[config.mk]
export PLATFORM = sky130hd
export DESIGN_NAME = mcu_bus_port_control
export DESIGN_NICKNAME = d
export VERILOG_FILES = /design/src/verilog/bus_port_pkg.sv /design/src/verilog/stream_if.sv /design/src/verilog/word_fifo.sv /design/src/verilog/mcu_bus_port_control.sv
export VERILOG_INCLUDE_DIRS = /design/src /design/src/verilog
export SDC_FILE = /design/constraint.sdc
export NUM_CORES = 1
export LEC_CHECK = 0
export ABC_AREA = 1
export BUFFER_PORTS_ARGS = -buffer_cell sky130_fd_sc_hd__buf_2
export CORE_MARGIN = 2
export CORE_UTILIZATION = 50
export CTS_CLUSTER_SIZE = 28
export DETAILED_ROUTE_END_ITERATION = 10
export GPL_TIMING_DRIVEN = 1
export PLACE_DENSITY = 0.78
export RECOVER_POWER = 50
export SKIP_CTS_REPAIR_TIMING = 1
export SYNTH_ARGS = -nofsm -noshare
export SYNTH_HDL_FRONTEND = slang
export SYNTH_SLANG_ARGS = --single-unit
export TNS_END_PERCENT = 5
[constraint.sdc]
create_clock -name clk -period 3.4 [get_ports clk]
set_clock_uncertainty 0.2 [all_clocks]
set_input_delay 0.17 -clock clk [delete_from_list [all_inputs] [get_ports clk]]
set_output_delay 0.17 -clock clk [all_outputs]
set_load 0.05 [all_outputs]
[src/verilog/bus_port_regs.svh]
// constants of the host bus port: widths, queue shape and reset values
// assumes inclusion by bare name from every file that needs them
`ifndef BUS_PORT_REGS_SVH
`define BUS_PORT_REGS_SVH

// decode address width, up to twenty host address lines
`define ADDR_W 20
// width of one host data byte
`define DATA_W 8
// write queue word: address above data
`define WQ_W 28
// write queue depth in words
`define WQ_DEPTH 32
// reset value of the address latch
`define ADDR_RST 20'h00000
// reset value of data registers
`define DATA_RST 8'h00

`endif

[src/verilog/bus_port_pkg.sv]
// types of the host bus port: host bus kinds, strobe options, cycle states
// assumes nothing of its surroundings
package bus_port_pkg;

	// how the host presents address and data on the three ports
	typedef enum logic [1:0] {
		BUS_MUX,
		BUS_NONMUX,
		BUS_PAGE,
		BUS_BURST
	} bus_mode_t;

	// meaning of the write control pin
	typedef enum logic {
		WR_STROBE,
		WR_DIRECTION
	} write_mode_t;

	// meaning of the read control pin
	typedef enum logic [1:0] {
		RD_STROBE,
		RD_PHASE_CLK,
		RD_DATA_STROBE,
		RD_FETCH
	} read_mode_t;

	// host bus cycle tracker
	typedef enum logic [1:0] {
		CYC_IDLE,
		CYC_READ,
		CYC_WRITE
	} cycle_state_t;

endpackage

[src/verilog/stream_if.sv]
// valid/ready word stream between the port logic and its write queue
// assumes one clock shared by both ends
`timescale 1ns/1ns
interface stream_if #(parameter int W = 28);
	logic         valid;  // word offered
	logic         ready;  // word can be taken
	logic [W-1:0] data;   // the word

	// side that offers words
	modport src (output valid, output data, input ready);
	// side that takes words
	modport snk (input valid, input data, output ready);
endinterface

[src/verilog/word_fifo.sv]
// word queue with registered read data, width and depth as parameters
// assumes one clock, asynchronous active-high reset, depth a power of two
`timescale 1ns/1ns
module word_fifo #(
	parameter int W     = 28,
	parameter int DEPTH = 32
) (
	input  wire logic clk,
	input  wire logic rst,
	stream_if.snk     fill,
	stream_if.src     drain
);
	localparam int AW = $clog2(DEPTH);

	logic [W-1:0]  mem [DEPTH];    // storage array
	logic [AW-1:0] wr_ptr_r;       // next write slot
	logic [AW-1:0] rd_ptr_r;       // next read slot
	logic [AW:0]   cnt_r;          // words held in the array
	logic [W-1:0]  dout_r;         // output stage data
	logic          dout_valid_r;   // output stage full
	wire           mem_empty;      // array holds nothing
	wire           push;           // word taken in
	wire           load;           // word moved to output stage

	assign mem_empty   = (cnt_r == '0);
	assign fill.ready  = (cnt_r != (AW+1)'(DEPTH));
	assign push        = fill.valid && fill.ready;
	assign load        = !mem_empty && (!dout_valid_r || drain.ready);
	assign drain.valid = dout_valid_r;
	assign drain.data  = dout_r;

	// storage write, no reset on the array
	always_ff @(posedge clk) begin
		if (push) begin
			mem[wr_ptr_r] <= fill.data;
		end
	end

	// pointers and fill count
	always_ff @(posedge clk or posedge rst) begin
		if (rst) begin
			wr_ptr_r <= '0;
			rd_ptr_r <= '0;
			cnt_r    <= '0;
		end else begin
			if (push)
				wr_ptr_r <= wr_ptr_r + 1'b1;
			if (load)
				rd_ptr_r <= rd_ptr_r + 1'b1;
			cnt_r <= cnt_r + (AW+1)'(push) - (AW+1)'(load);
		end
	end

	// registered output stage
	always_ff @(posedge clk or posedge rst) begin
		if (rst) begin
			dout_r       <= '0;
			dout_valid_r <= 1'b0;
		end else if (load) begin
			dout_r       <= mem[rd_ptr_r];
			dout_valid_r <= 1'b1;
		end else if (drain.ready) begin
			dout_valid_r <= 1'b0;
		end
	end
endmodule // word_fifo

[src/verilog/mcu_bus_port_control.sv]
// host bus front end: address latch, port mapping, strobe decode, read drive
// assumes host pins synchronous to clk; memories and decode logic outside
//
// Contract
// - multiplexed host: low port carries address and data
// - separate buses: low port takes low address only
// - burst host: low port carries A4/D0 to A11/D7
// - mux or non-mux host: high port takes A8-A15
// - page host: high port carries address and data
// - burst host: high port takes A12-A19
// - address latched by latch or address strobe
// - drive read data only on read and select
// - latched address forwarded to decode logic
// - write pin: write strobe or read/write direction
// - write and read pins feed the logic terms
// - read pin: read strobe, phase clock, data strobe
// - read pin also accepts fetch strobe as read
// - fetch pin: code fetch strobe or generic input
// - active-low reset clears ports and port state; the write queue keeps its words, cleared by rst only
// - reset aborts running flash program or erase
// - strobe rising edge latches address when chosen
// - chip select high disables internal memories
`timescale 1ns/1ns
`include "bus_port_regs.svh"
module mcu_bus_port_control (
	input  wire logic                    clk,
	input  wire logic                    rst,
	input  wire logic                    dev_reset_n,
	input  wire logic                    chip_sel_n,
	input  wire bus_port_pkg::bus_mode_t   bus_mode,
	input  wire bus_port_pkg::write_mode_t write_mode,
	input  wire bus_port_pkg::read_mode_t  read_mode,
	input  wire logic                    fetch_on_ctrl2,
	input  wire logic                    as_rising,
	input  wire logic [7:0]              low_addr_data_port_in,
	output logic      [7:0]              low_addr_data_port_out,
	output logic                         low_addr_data_port_oe_n,
	input  wire logic [7:0]              high_addr_data_port_in,
	output logic      [7:0]              high_addr_data_port_out,
	output logic                         high_addr_data_port_oe_n,
	input  wire logic [7:0]              aux_data_in,
	output logic      [7:0]              aux_data_out,
	output logic                         aux_data_oe_n,
	input  wire logic                    write_ctrl_pin,
	input  wire logic                    read_ctrl_pin,
	input  wire logic                    code_fetch_ctrl_pin,
	input  wire logic                    addr_strobe,
	input  wire logic                    block_sel,
	input  wire logic [7:0]              mem_rd_data,
	output logic                         mem_enable,
	output logic      [19:0]             pld_addr,
	output logic                         pld_write_term,
	output logic                         pld_read_term,
	output logic                         pld_fetch_term,
	output logic                         read_cycle,
	output logic                         wq_valid,
	input  wire logic                    wq_ready,
	output logic      [19:0]             wq_addr,
	output logic      [7:0]              wq_data,
	output logic                         wr_wait,
	output logic                         write_lost,
	output logic                         flash_abort
);
	import bus_port_pkg::*;

	// compose the full address from the port bytes for each host kind
	function automatic logic [`ADDR_W-1:0] compose_addr(
		input bus_mode_t  m,
		input logic [7:0] lo,
		input logic [7:0] hi,
		input logic [7:0] aux
	);
		logic [`ADDR_W-1:0] a;
		a = {4'h0, hi, lo};                       // A8-A15 high, A0-A7 low
		if (m == BUS_BURST)
			a = {hi, lo, aux[3:0]};                // A12-A19, A4-A11, A0-A3
		return a;
	endfunction

	// which port carries the data byte for a host kind: 0 low, 1 high, 2 aux
	function automatic logic [1:0] data_port(input bus_mode_t m);
		logic [1:0] p;
		case (m)
			BUS_MUX:    p = 2'h0;
			BUS_BURST:  p = 2'h0;
			BUS_PAGE:   p = 2'h1;
			BUS_NONMUX: p = 2'h2;
			default:    p = 2'h2;
		endcase
		return p;
	endfunction

	// registers
	cycle_state_t       state_r;         // bus cycle tracker
	cycle_state_t       state_nxt;       // its next value
	logic [`ADDR_W-1:0] addr_r;          // address latch
	logic               strobe_prev_r;   // strobe level one cycle back
	logic [`DATA_W-1:0] wdata_r;         // write byte seen during the strobe
	logic [`DATA_W-1:0] rdata_r;         // read byte held on the port
	logic               drive_r;         // read drive active
	logic               pending_r;       // finished write waiting for queue
	logic [`ADDR_W-1:0] pend_addr_r;     // its address
	logic [`DATA_W-1:0] pend_data_r;     // its data
	logic               lost_r;          // write dropped, one-cycle pulse
	logic               abort_r;         // flash abort level
	logic               wterm_r;         // write pin copy for logic terms
	logic               rterm_r;         // read pin copy for logic terms
	logic               fterm_r;         // fetch pin copy for logic terms

	// decode wires
	wire                port_rst;        // device reset pin asserted
	wire [1:0]          dport;           // data carrying port
	wire [`ADDR_W-1:0]  live_addr;       // address on the pins now
	wire                latch_now;       // strobe says take the address
	wire                phase;           // data phase of the host cycle
	wire                dir_read;        // direction pin says read
	wire                rd_strobe;       // read asked on the read pin
	wire                fetch_rd;        // code fetch read on the fetch pin
	wire                rd_active;       // any read in progress
	wire                wr_active;       // write in progress
	wire                drive_en;        // conditions to drive read data
	wire [`DATA_W-1:0]  wbyte;           // data byte on its port now
	wire                wr_done;         // write strobe just ended
	wire                q_ready;         // queue takes a word

	stream_if #(.W(`WQ_W)) wq_in ();     // port logic into the queue
	stream_if #(.W(`WQ_W)) wq_out ();    // queue out to memory side

	assign port_rst  = !dev_reset_n;
	assign dport     = data_port(bus_mode);
	assign live_addr = compose_addr(bus_mode, low_addr_data_port_in,
	                                high_addr_data_port_in, aux_data_in);

	// latch follows a high strobe, or only its rising edge when chosen
	assign latch_now = as_rising ? (addr_strobe && !strobe_prev_r)
	                             : addr_strobe;

	// phase: phase clock is active high, other strobes active low
	assign phase     = (read_mode == RD_PHASE_CLK) ? read_ctrl_pin
	                                               : !read_ctrl_pin;
	assign dir_read  = write_ctrl_pin;

	// read pin decode per option; direction mode qualifies by phase
	assign rd_strobe = (write_mode == WR_DIRECTION) ? (phase && dir_read)
	                 : (read_mode == RD_PHASE_CLK)  ? read_ctrl_pin
	                 : !read_ctrl_pin;
	assign fetch_rd  = fetch_on_ctrl2 && !code_fetch_ctrl_pin;
	assign rd_active = rd_strobe || fetch_rd;
	assign wr_active = (write_mode == WR_DIRECTION) ? (phase && !dir_read)
	                                                : !write_ctrl_pin;

	// drive only on a read that hits a selected block of an enabled chip
	assign drive_en  = rd_active && block_sel && !chip_sel_n && !port_rst;

	// write byte from the port that carries data for this host kind
	assign wbyte     = (dport == 2'h0) ? low_addr_data_port_in
	                 : (dport == 2'h1) ? high_addr_data_port_in
	                 : aux_data_in;
	assign wr_done   = (state_r == CYC_WRITE) && !wr_active;
	assign q_ready   = wq_in.ready;

	// cycle tracker next state
	always_comb begin
		state_nxt = state_r;
		case (state_r)
			CYC_IDLE: begin
				if (rd_active)
					state_nxt = CYC_READ;
				else if (wr_active)
					state_nxt = CYC_WRITE;
			end
			CYC_READ: begin
				if (!rd_active)
					state_nxt = CYC_IDLE;
			end
			CYC_WRITE: begin
				if (!wr_active)
					state_nxt = CYC_IDLE;
			end
			default: state_nxt = CYC_IDLE;
		endcase
	end

	// cycle tracker and address latch
	always_ff @(posedge clk or posedge rst) begin
		if (rst) begin
			state_r       <= CYC_IDLE;
			addr_r        <= `ADDR_RST;
			strobe_prev_r <= 1'b0;
		end else if (port_rst) begin
			state_r       <= CYC_IDLE;
			addr_r        <= `ADDR_RST;
			strobe_prev_r <= 1'b0;
		end else begin
			state_r       <= state_nxt;
			strobe_prev_r <= addr_strobe;
			if (latch_now)
				addr_r <= live_addr;
		end
	end

	// read data stage and drive enable
	always_ff @(posedge clk or posedge rst) begin
		if (rst) begin
			rdata_r <= `DATA_RST;
			drive_r <= 1'b0;
		end else begin
			drive_r <= drive_en;
			if (drive_en)
				rdata_r <= mem_rd_data;
		end
	end

	// write byte capture while the write strobe is active
	always_ff @(posedge clk or posedge rst) begin
		if (rst)
			wdata_r <= `DATA_RST;
		else if (wr_active)
			wdata_r <= wbyte;
	end

	// finished write waits here until the queue takes it
	always_ff @(posedge clk or posedge rst) begin
		if (rst) begin
			pending_r   <= 1'b0;
			pend_addr_r <= `ADDR_RST;
			pend_data_r <= `DATA_RST;
			lost_r      <= 1'b0;
		end else begin
			lost_r <= 1'b0;
			if (port_rst) begin
				pending_r <= 1'b0;
			end else if (wr_done && !chip_sel_n) begin
				// a write ending while an older one still waits is dropped
				if (pending_r && !q_ready) begin
					lost_r <= 1'b1;
				end else begin
					pending_r   <= 1'b1;
					pend_addr_r <= addr_r;
					pend_data_r <= wdata_r;
				end
			end else if (q_ready) begin
				pending_r <= 1'b0;
			end
		end
	end

	// pin copies for the logic terms and the flash abort level
	always_ff @(posedge clk or posedge rst) begin
		if (rst) begin
			wterm_r <= 1'b1;
			rterm_r <= 1'b1;
			fterm_r <= 1'b1;
			abort_r <= 1'b0;
		end else begin
			wterm_r <= write_ctrl_pin;
			rterm_r <= read_ctrl_pin;
			fterm_r <= code_fetch_ctrl_pin;
			abort_r <= port_rst;
		end
	end

	// write queue between the host port and the memory side
	word_fifo #(
		.W     (`WQ_W),
		.DEPTH (`WQ_DEPTH)
	) u_wq (
		.clk   (clk),
		.rst   (rst),
		.fill  (wq_in),
		.drain (wq_out)
	);

	assign wq_in.valid  = pending_r;
	assign wq_in.data   = {pend_addr_r, pend_data_r};
	assign wq_out.ready = wq_ready;
	assign wq_valid     = wq_out.valid;
	assign wq_addr      = wq_out.data[`WQ_W-1:`DATA_W];
	assign wq_data      = wq_out.data[`DATA_W-1:0];
	assign wr_wait      = !q_ready;

	// port drivers: only the data port of this host kind, only while reading
	assign low_addr_data_port_out   = rdata_r;
	assign high_addr_data_port_out  = rdata_r;
	assign aux_data_out             = rdata_r;
	assign low_addr_data_port_oe_n  = !(drive_r && dport == 2'h0);
	assign high_addr_data_port_oe_n = !(drive_r && dport == 2'h1);
	assign aux_data_oe_n            = !(drive_r && dport == 2'h2);

	// outputs to decode logic and memories
	assign pld_addr       = addr_r;
	assign pld_write_term = wterm_r;
	assign pld_read_term  = rterm_r;
	assign pld_fetch_term = fterm_r;
	assign mem_enable     = !chip_sel_n;
	assign read_cycle     = (state_r == CYC_READ);
	assign write_lost     = lost_r;
	assign flash_abort    = abort_r;
endmodule // mcu_bus_port_control

==> results.yml, run 1 <==
logic_synthesis:
  yosysWarnings: 0
  synth_edf_count: 896
  yosys_most_used_dff: "edfxtp_1"
  yosysUniqueCellTypes: 32
  synth.yosys.seq_area_share: 0.6970
  synthesis.nets: 4097
  synth-seq-cells: 1015
  async_flop_share: 0.1172
  postSynthCellCount: 4030
  netlist_area_mm2: 0.04288
  syn_avg_cell_area_um2: 10.64
worst_hold_path:
  hold_class: "in -> async"
placement:
  io_buffer_count: 132
  placed_area_mm2: 0.04523
  gp_routability_congestion: 0.8904
  hpwl_mm: 64.28
  dp_cells: 5202
cts:
  clockRootBuffer: "clkbuf_16"
  cts_buffer_depth: 3
  cts_buffers: 99
  cts.clk_slew.worst_paths_ns: 0.06
  htreeDepth: 3
  cts_tree: "built"
  clkLatencyLatePin_ns: 0.67
  cts_sinks: 1015
routing:
  wire_per_inst_um: 20.71
  routed_wl_mm: 113.2
  drt_pre_antenna_iters: 6
  drc_errors: 0
  drtIter0Drc: 4152
  antenna_left: 0
  highest_layer: "met4"
  routed_via_density: 5.509
  met2WireLength_mm: 52.32
  vias: 30101
  wl_met3_mm: 13.89
  wl_met1_mm: 41.67
floorplanning:
  ioPinCount: 133
  dieWidth_um: 296.8
  start_util: 0.5044
  core_area_mm2: 0.08501
  die_area_mm2: 0.08812
  fp.dieH_um: 296.8
  rows: 107
power:
  power.leakage_nw: 20.12
  ir_drop_mv: 0.9065
  power_density_mw_per_mm2: 799.4
timing:
  setup_violations: 0
  final.setup.tns_ns: 0
  finalHoldViolations: 0
  rsz0062_at_grt: "no"
  fmax_mhz: 348.3
  whs_ns: 0.08386
  max_slew_margin: -0.3107
  worst_slew_pin_slew_ns: 1.966
  min_period_ns: 2.871
  drv_slew: 603
  fin_crit_sh: 0.8444
critical_path:
  rrSetupSlack_ns: 0.53
  timing.rr.end: "u_wq.mem[13][0]"
  path_max_fanout: 28
  worst_ep_arrival_time_ns: 2.97
  required_ns: 3.50
  timing.rr.start: "u_wq.cnt_r[2]"
  cp-start-kind: "flip-flop"
  path_class: "reg -> reg"
  cp-end-kind: "flip-flop"
  reg2reg_depth: 9
finish:
  multi_input_area_mm2: 0.01028
  stdcell_count: 5464
  drive_gt1_frac: 0.08011
  finalInstanceArea_mm2: 0.04920
  utilization: 0.5788
  nNetsFinal: 4302
  layout_common_cells: "1,364 x nand2_1, 896 x edfxtp_1, 542 x nand3_1"
  seqCellArea_mm2: 0.02990
  n_fill_cell: 6505
  area_delta_synth_final_pct: 14.75
  final_common_cell: "nand2_1"
grt:
  grt_pass1_wl_mm: 167.8
  grt_usage: 0.2494
  antenna_found_initial: 3
  grt_max_degree: 130
  grt_pass1_vias: 28953
  grt_overflow: 0
outcome:
  run_status: "finished, violations left"
  violations: "max-capacitance violations, max-slew violations"
run:
  cap_violations: 18
==> layout make-up <==
class | count | area share
diodes | 1 | 0.00005086
clock buffers | 128 | 0.05531
clock inverters | 57 | 0.01427
inverters | 445 | 0.03443
multi-input cells | 2344 | 0.2090
flip-flops and latches | 1015 | 0.6076
well taps | 1144 | 0.02909
repair buffers | 330 | 0.05030
==> routing by layer <==
metal	up-vias	GRT usage
li1	13662	-
met1	14210	0.3324
met2	1927	0.3929
met3	302	0.05632
met4	0	0.1129
met5	-	0
==> through the flow <==
stage | setup WS (ns) | power [mW]
after floorplan | 0.4970 | 23.64
after global placement | 0.5796 | 27.45
after detailed placement | 0.5404 | 27.73
after CTS | 0.5263 | 39.14
after global routing | 0.3304 | 40.98
final | 0.5289 | 39.34
==> sequential cells by signal, indices dropped and copies added (netlist names), 2 cells and up <==
name and flops:
u_wq.mem 896, u_wq.cnt_r 6, wdata_r 8, u_wq.drain.data 28, u_wq.wr_ptr_r 5, u_wq.rd_ptr_r 5, pld_addr 20, aux_data_out 8
pend_data_r 8, state_r 2, pend_addr_r 20
==> how the worst max path moves through the flow <==
stage / cells past startpoint / start / to / slack (ns)
floorplan: 7 / u_wq.cnt_r[2] / u_wq.mem[0][0] / 0.50
global placement: 9 / u_wq.cnt_r[2] / u_wq.mem[13][1] / 0.58
detailed placement: 9 / u_wq.cnt_r[2] / u_wq.mem[13][14] / 0.54
CTS: 9 / u_wq.cnt_r[2] / u_wq.mem[13][17] / 0.53
global route: 8 / strobe_prev_r / pld_addr[17] / 0.33
finish: 9 / u_wq.cnt_r[2] / u_wq.mem[13][0] / 0.53
==> critical path, cell delays in order, from the launching register on <==
cell	delay, ns
dfrtp_1	0.35
inv_1	0.06
ha_1	0.20
nand4_1	0.10
nand2_1	0.11
inv_1	0.19
nand2_1	0.48
buf_4	0.35
nor2_4	0.07
buf_4	0.38
==> power breakdown <==
group          leakage (nW)  total [mW]  internal, mW  switching (mW)
Sequential             9.93        14.8          14.3           0.496
Clock                  1.68        11.5          6.85            4.63
Combinational          8.51        13.1          3.47            9.59
==> cells in the mapped netlist, drive strengths merged, types with 9 or more instances <==
library cell  number  area [µm²]
a21oi             67       335.3
buf              187        1122
clkbuf            39       146.4
dfrtp            116        2903
edfxtp           896       26910
ha                17       212.7
inv              444        1674
nand2           1365        5124
nand3            543        2723
nor2             215       807.0
o21ai            102       533.0
xor2               9       78.83
==> cell families (layout without fill, tap and decap cells) <==
logic type,count (synthesis),in the layout,share of synthesized area
DFF,1015,1015,0.6970
buffers and inverters,671,960,0.06872
adders and majority gates,18,18,0.005427
AOI/OAI and AO/OA,184,184,0.02302
xor gates and xnor gates,11,11,0.002247
and+or+nand+nor,2131,2131,0.2036
other,0,1,0
Note: power is estimated with default switching activity, not from simulation.
==> run 2: changes to the inputs <==
- ABC_AREA: 1 -> 0
- clock period: 3.4 -> 2.4 ns (I/O delays scaled with it)
==> results.yml, run 2 <==
finish:
  area_delta_synth_final_pct: 20.33
  n_fill_cell: 5127
  finalInstanceArea_mm2: 0.04743
  utilization: 0.6102
  largest_register_ffs: 896
  nNetsFinal: 2406
  final_common_cell: "edfxtp_1"
  top_register: "u_wq.mem"
  layout_common_cells: "896 x edfxtp_1, 189 x mux2i_1, 166 x mux4_2"
  stdcell_count: 3465
  drive_gt1_frac: 0.2957
  diodes: 0
placement:
  hpwl_mm: 55.83
  placed_area_mm2: 0.04319
  gp_routability_congestion: 0.8292
  io_buffer_count: 132
  dp_cells: 3182
power:
  p_switching_mw: 15.26
  combPwrFrac: 0.293
  intPower_mw: 34.75
  swShare: 0.3051
  power.leakage_nw: 16.48
  power_density_mw_per_mm2: 1054
  ir_drop_mv: 0.8088
  seq_power_share: 0.415
  clockPowerShare: 0.292
floorplanning:
  dieWidth_um: 284.8
  die_area_mm2: 0.08109
  rows: 102
  core_area_mm2: 0.07772
  ioPinCount: 133
  fp.dieH_um: 284.8
  start_util: 0.5071
logic_synthesis:
  synthesis.nets: 2023
  synth_edf_count: 896
  netlist_area_mm2: 0.03941
  postSynthCellCount: 1956
  synth-seq-cells: 1015
  yosys_most_used_dff: "edfxtp_1"
  synth.yosys.seq_area_share: 0.7583
  synthTopCellsByCount: "896 x edfxtp_1, 192 x mux2i_1, 166 x mux4_2"
  async_flop_share: 0.1172
  yosysUniqueCellTypes: 43
  yosysTopAreaCell: "edfxtp_1"
  synth.most_common_cell: "edfxtp_1"
  yosysWarnings: 0
  syn_avg_cell_area_um2: 20.15
  yosysTopAreaCellShare: 0.6827
  netlist_top_cells_area: "edfxtp_1 68%, mux4_2 9.5%, dfrtp_1 7.4%"
grt:
  grt_pass1_vias: 21331
  grt_max_degree: 86
  grt_usage: 0.2307
  grt_overflow: 0
  antenna_found_initial: 1
  grt_pass1_wl_mm: 137.9
timing:
  whs_ns: 0.02793
  final.setup.tns_ns: -8.989
  max_slew_margin: -0.1680
  setup_violations: 291
  min_period_ns: 2.541
  finalHoldViolations: 0
  fin_crit_sh: 1.059
  fmax_mhz: 393.5
  rsz0062_at_grt: "yes"
  setup_slack_ns: -0.1411
  drv_slew: 268
  worst_slew_pin_slew_ns: 1.752
run:
  cap_violations: 8
outcome:
  run_status: "finished, violations left"
  violations: "max-capacitance violations, max-slew violations, negative setup slack"
critical_path:
  timing.rr.end: "u_wq.cnt_r[5]"
  timing.rr.start: "u_wq.cnt_r[5]"
  reg2reg_depth: 13
  required_ns: 2.73
  cp-end-kind: "flip-flop"
  worst_ep_arrival_time_ns: 2.87
  path_max_fanout: 9
  cp-start-kind: "primary input"
  path_class: "in -> reg"
  rrSetupSlack_ns: -0.14
worst_hold_path:
  hold_class: "in -> reg"
  hold_depth: 5
  min_from: "write_mode"
  min_to: "drive_r"
routing:
  vias: 21338
  antenna_left: 0
  drtIter0Drc: 2520
  drc_errors: 0
  routed_via_density: 6.158
  wire_per_inst_um: 28.27
  routed_wl_mm: 97.97
  drt_pre_antenna_iters: 9
cts:
  cts_tree: "built"
  cts.clk_slew.worst_paths_ns: 0.06
  cts_buffer_depth: 3
  cts_sinks: 1015
  clkLatencyLatePin_ns: 0.66
  htreeDepth: 3
  clockRootBuffer: "clkbuf_16"
  cts_buffers: 98
## run 2: routing by layer
layer  vias up  global-route usage  part of all wire
met2      1340              0.3741              0.49
met3       193             0.05840              0.11
met5         -                   0                 0
li1       8762                   -                 -
met4         0             0.08316             0.031
met1     11043              0.3051              0.37
## run 2: area by class of cell
class | instances | area, µm² | area share
clock buffer | 146 | 2766 | 0.05833
clock inverter | 40 | 291.5 | 0.006147
inverter | 20 | 81.33 | 0.001715
multi-input combinational | 795 | 9032 | 0.1905
sequential | 1015 | 29900 | 0.6305
tap | 1040 | 1301 | 0.02744
timing repair buffer | 409 | 4053 | 0.08545
## run 2: cells by family after synthesis
| group | synth area share |
|---|---|
| buffers and inverters | 0.02184 |
| XOR/XNOR | 0.002889 |
| multiplexers | 0.1555 |
| flip-flops | 0.7583 |
| adder cells (fa/ha/maj) | 0.005905 |
| AO/OA/AOI/OAI | 0.04092 |
| AND/OR/NAND/NOR | 0.01457 |
## run 2: worst max path at each step
stage,startpoint,to,cells after the start
after global routing,u_wq.cnt_r[2],u_wq.cnt_r[5],13
after floorplan,u_wq.cnt_r[2],u_wq.mem[31][0],7
after CTS,u_wq.cnt_r[3],u_wq.cnt_r[4],14
final,dev_reset_n,aux_data_out[2],8
after global placement,u_wq.cnt_r[2],u_wq.cnt_r[4],14
after detailed placement,u_wq.cnt_r[2],u_wq.cnt_r[4],14
## run 2: power groups by stage
stage / clock [mW] / sequential, mW / combinational (mW)
2_1_floorplan: 0 / 22.1 / 8.63
5_1_grt: 15.4 / 20.8 / 15.4
6_report: 14.6 / 20.8 / 14.6
4_1_cts: 14.8 / 20.8 / 13.8
3_3_place_gp: 0 / 21.1 / 13.3
3_5_place_dp: 0 / 21.1 / 13.7
## run 2: per-stage QoR
step                      worst slack [ns]  power, mW
after floorplan                    -0.9447      30.74
after global placement             -0.2486      34.45
after detailed placement           -0.3268      34.81
after CTS                          -0.3504      49.39
after global routing               -0.2716      51.63
final                              -0.1411      50.00
## run 2: critical path, cell delays in order
cell           delay, ns
dlygate4sd3_1       0.52
clkbuf_1            0.14
nand2_1             0.09
dlygate4sd3_1       0.60
nor3b_1             0.25
buf_4               0.23
mux2_2              0.35
dlygate4sd3_1       0.56
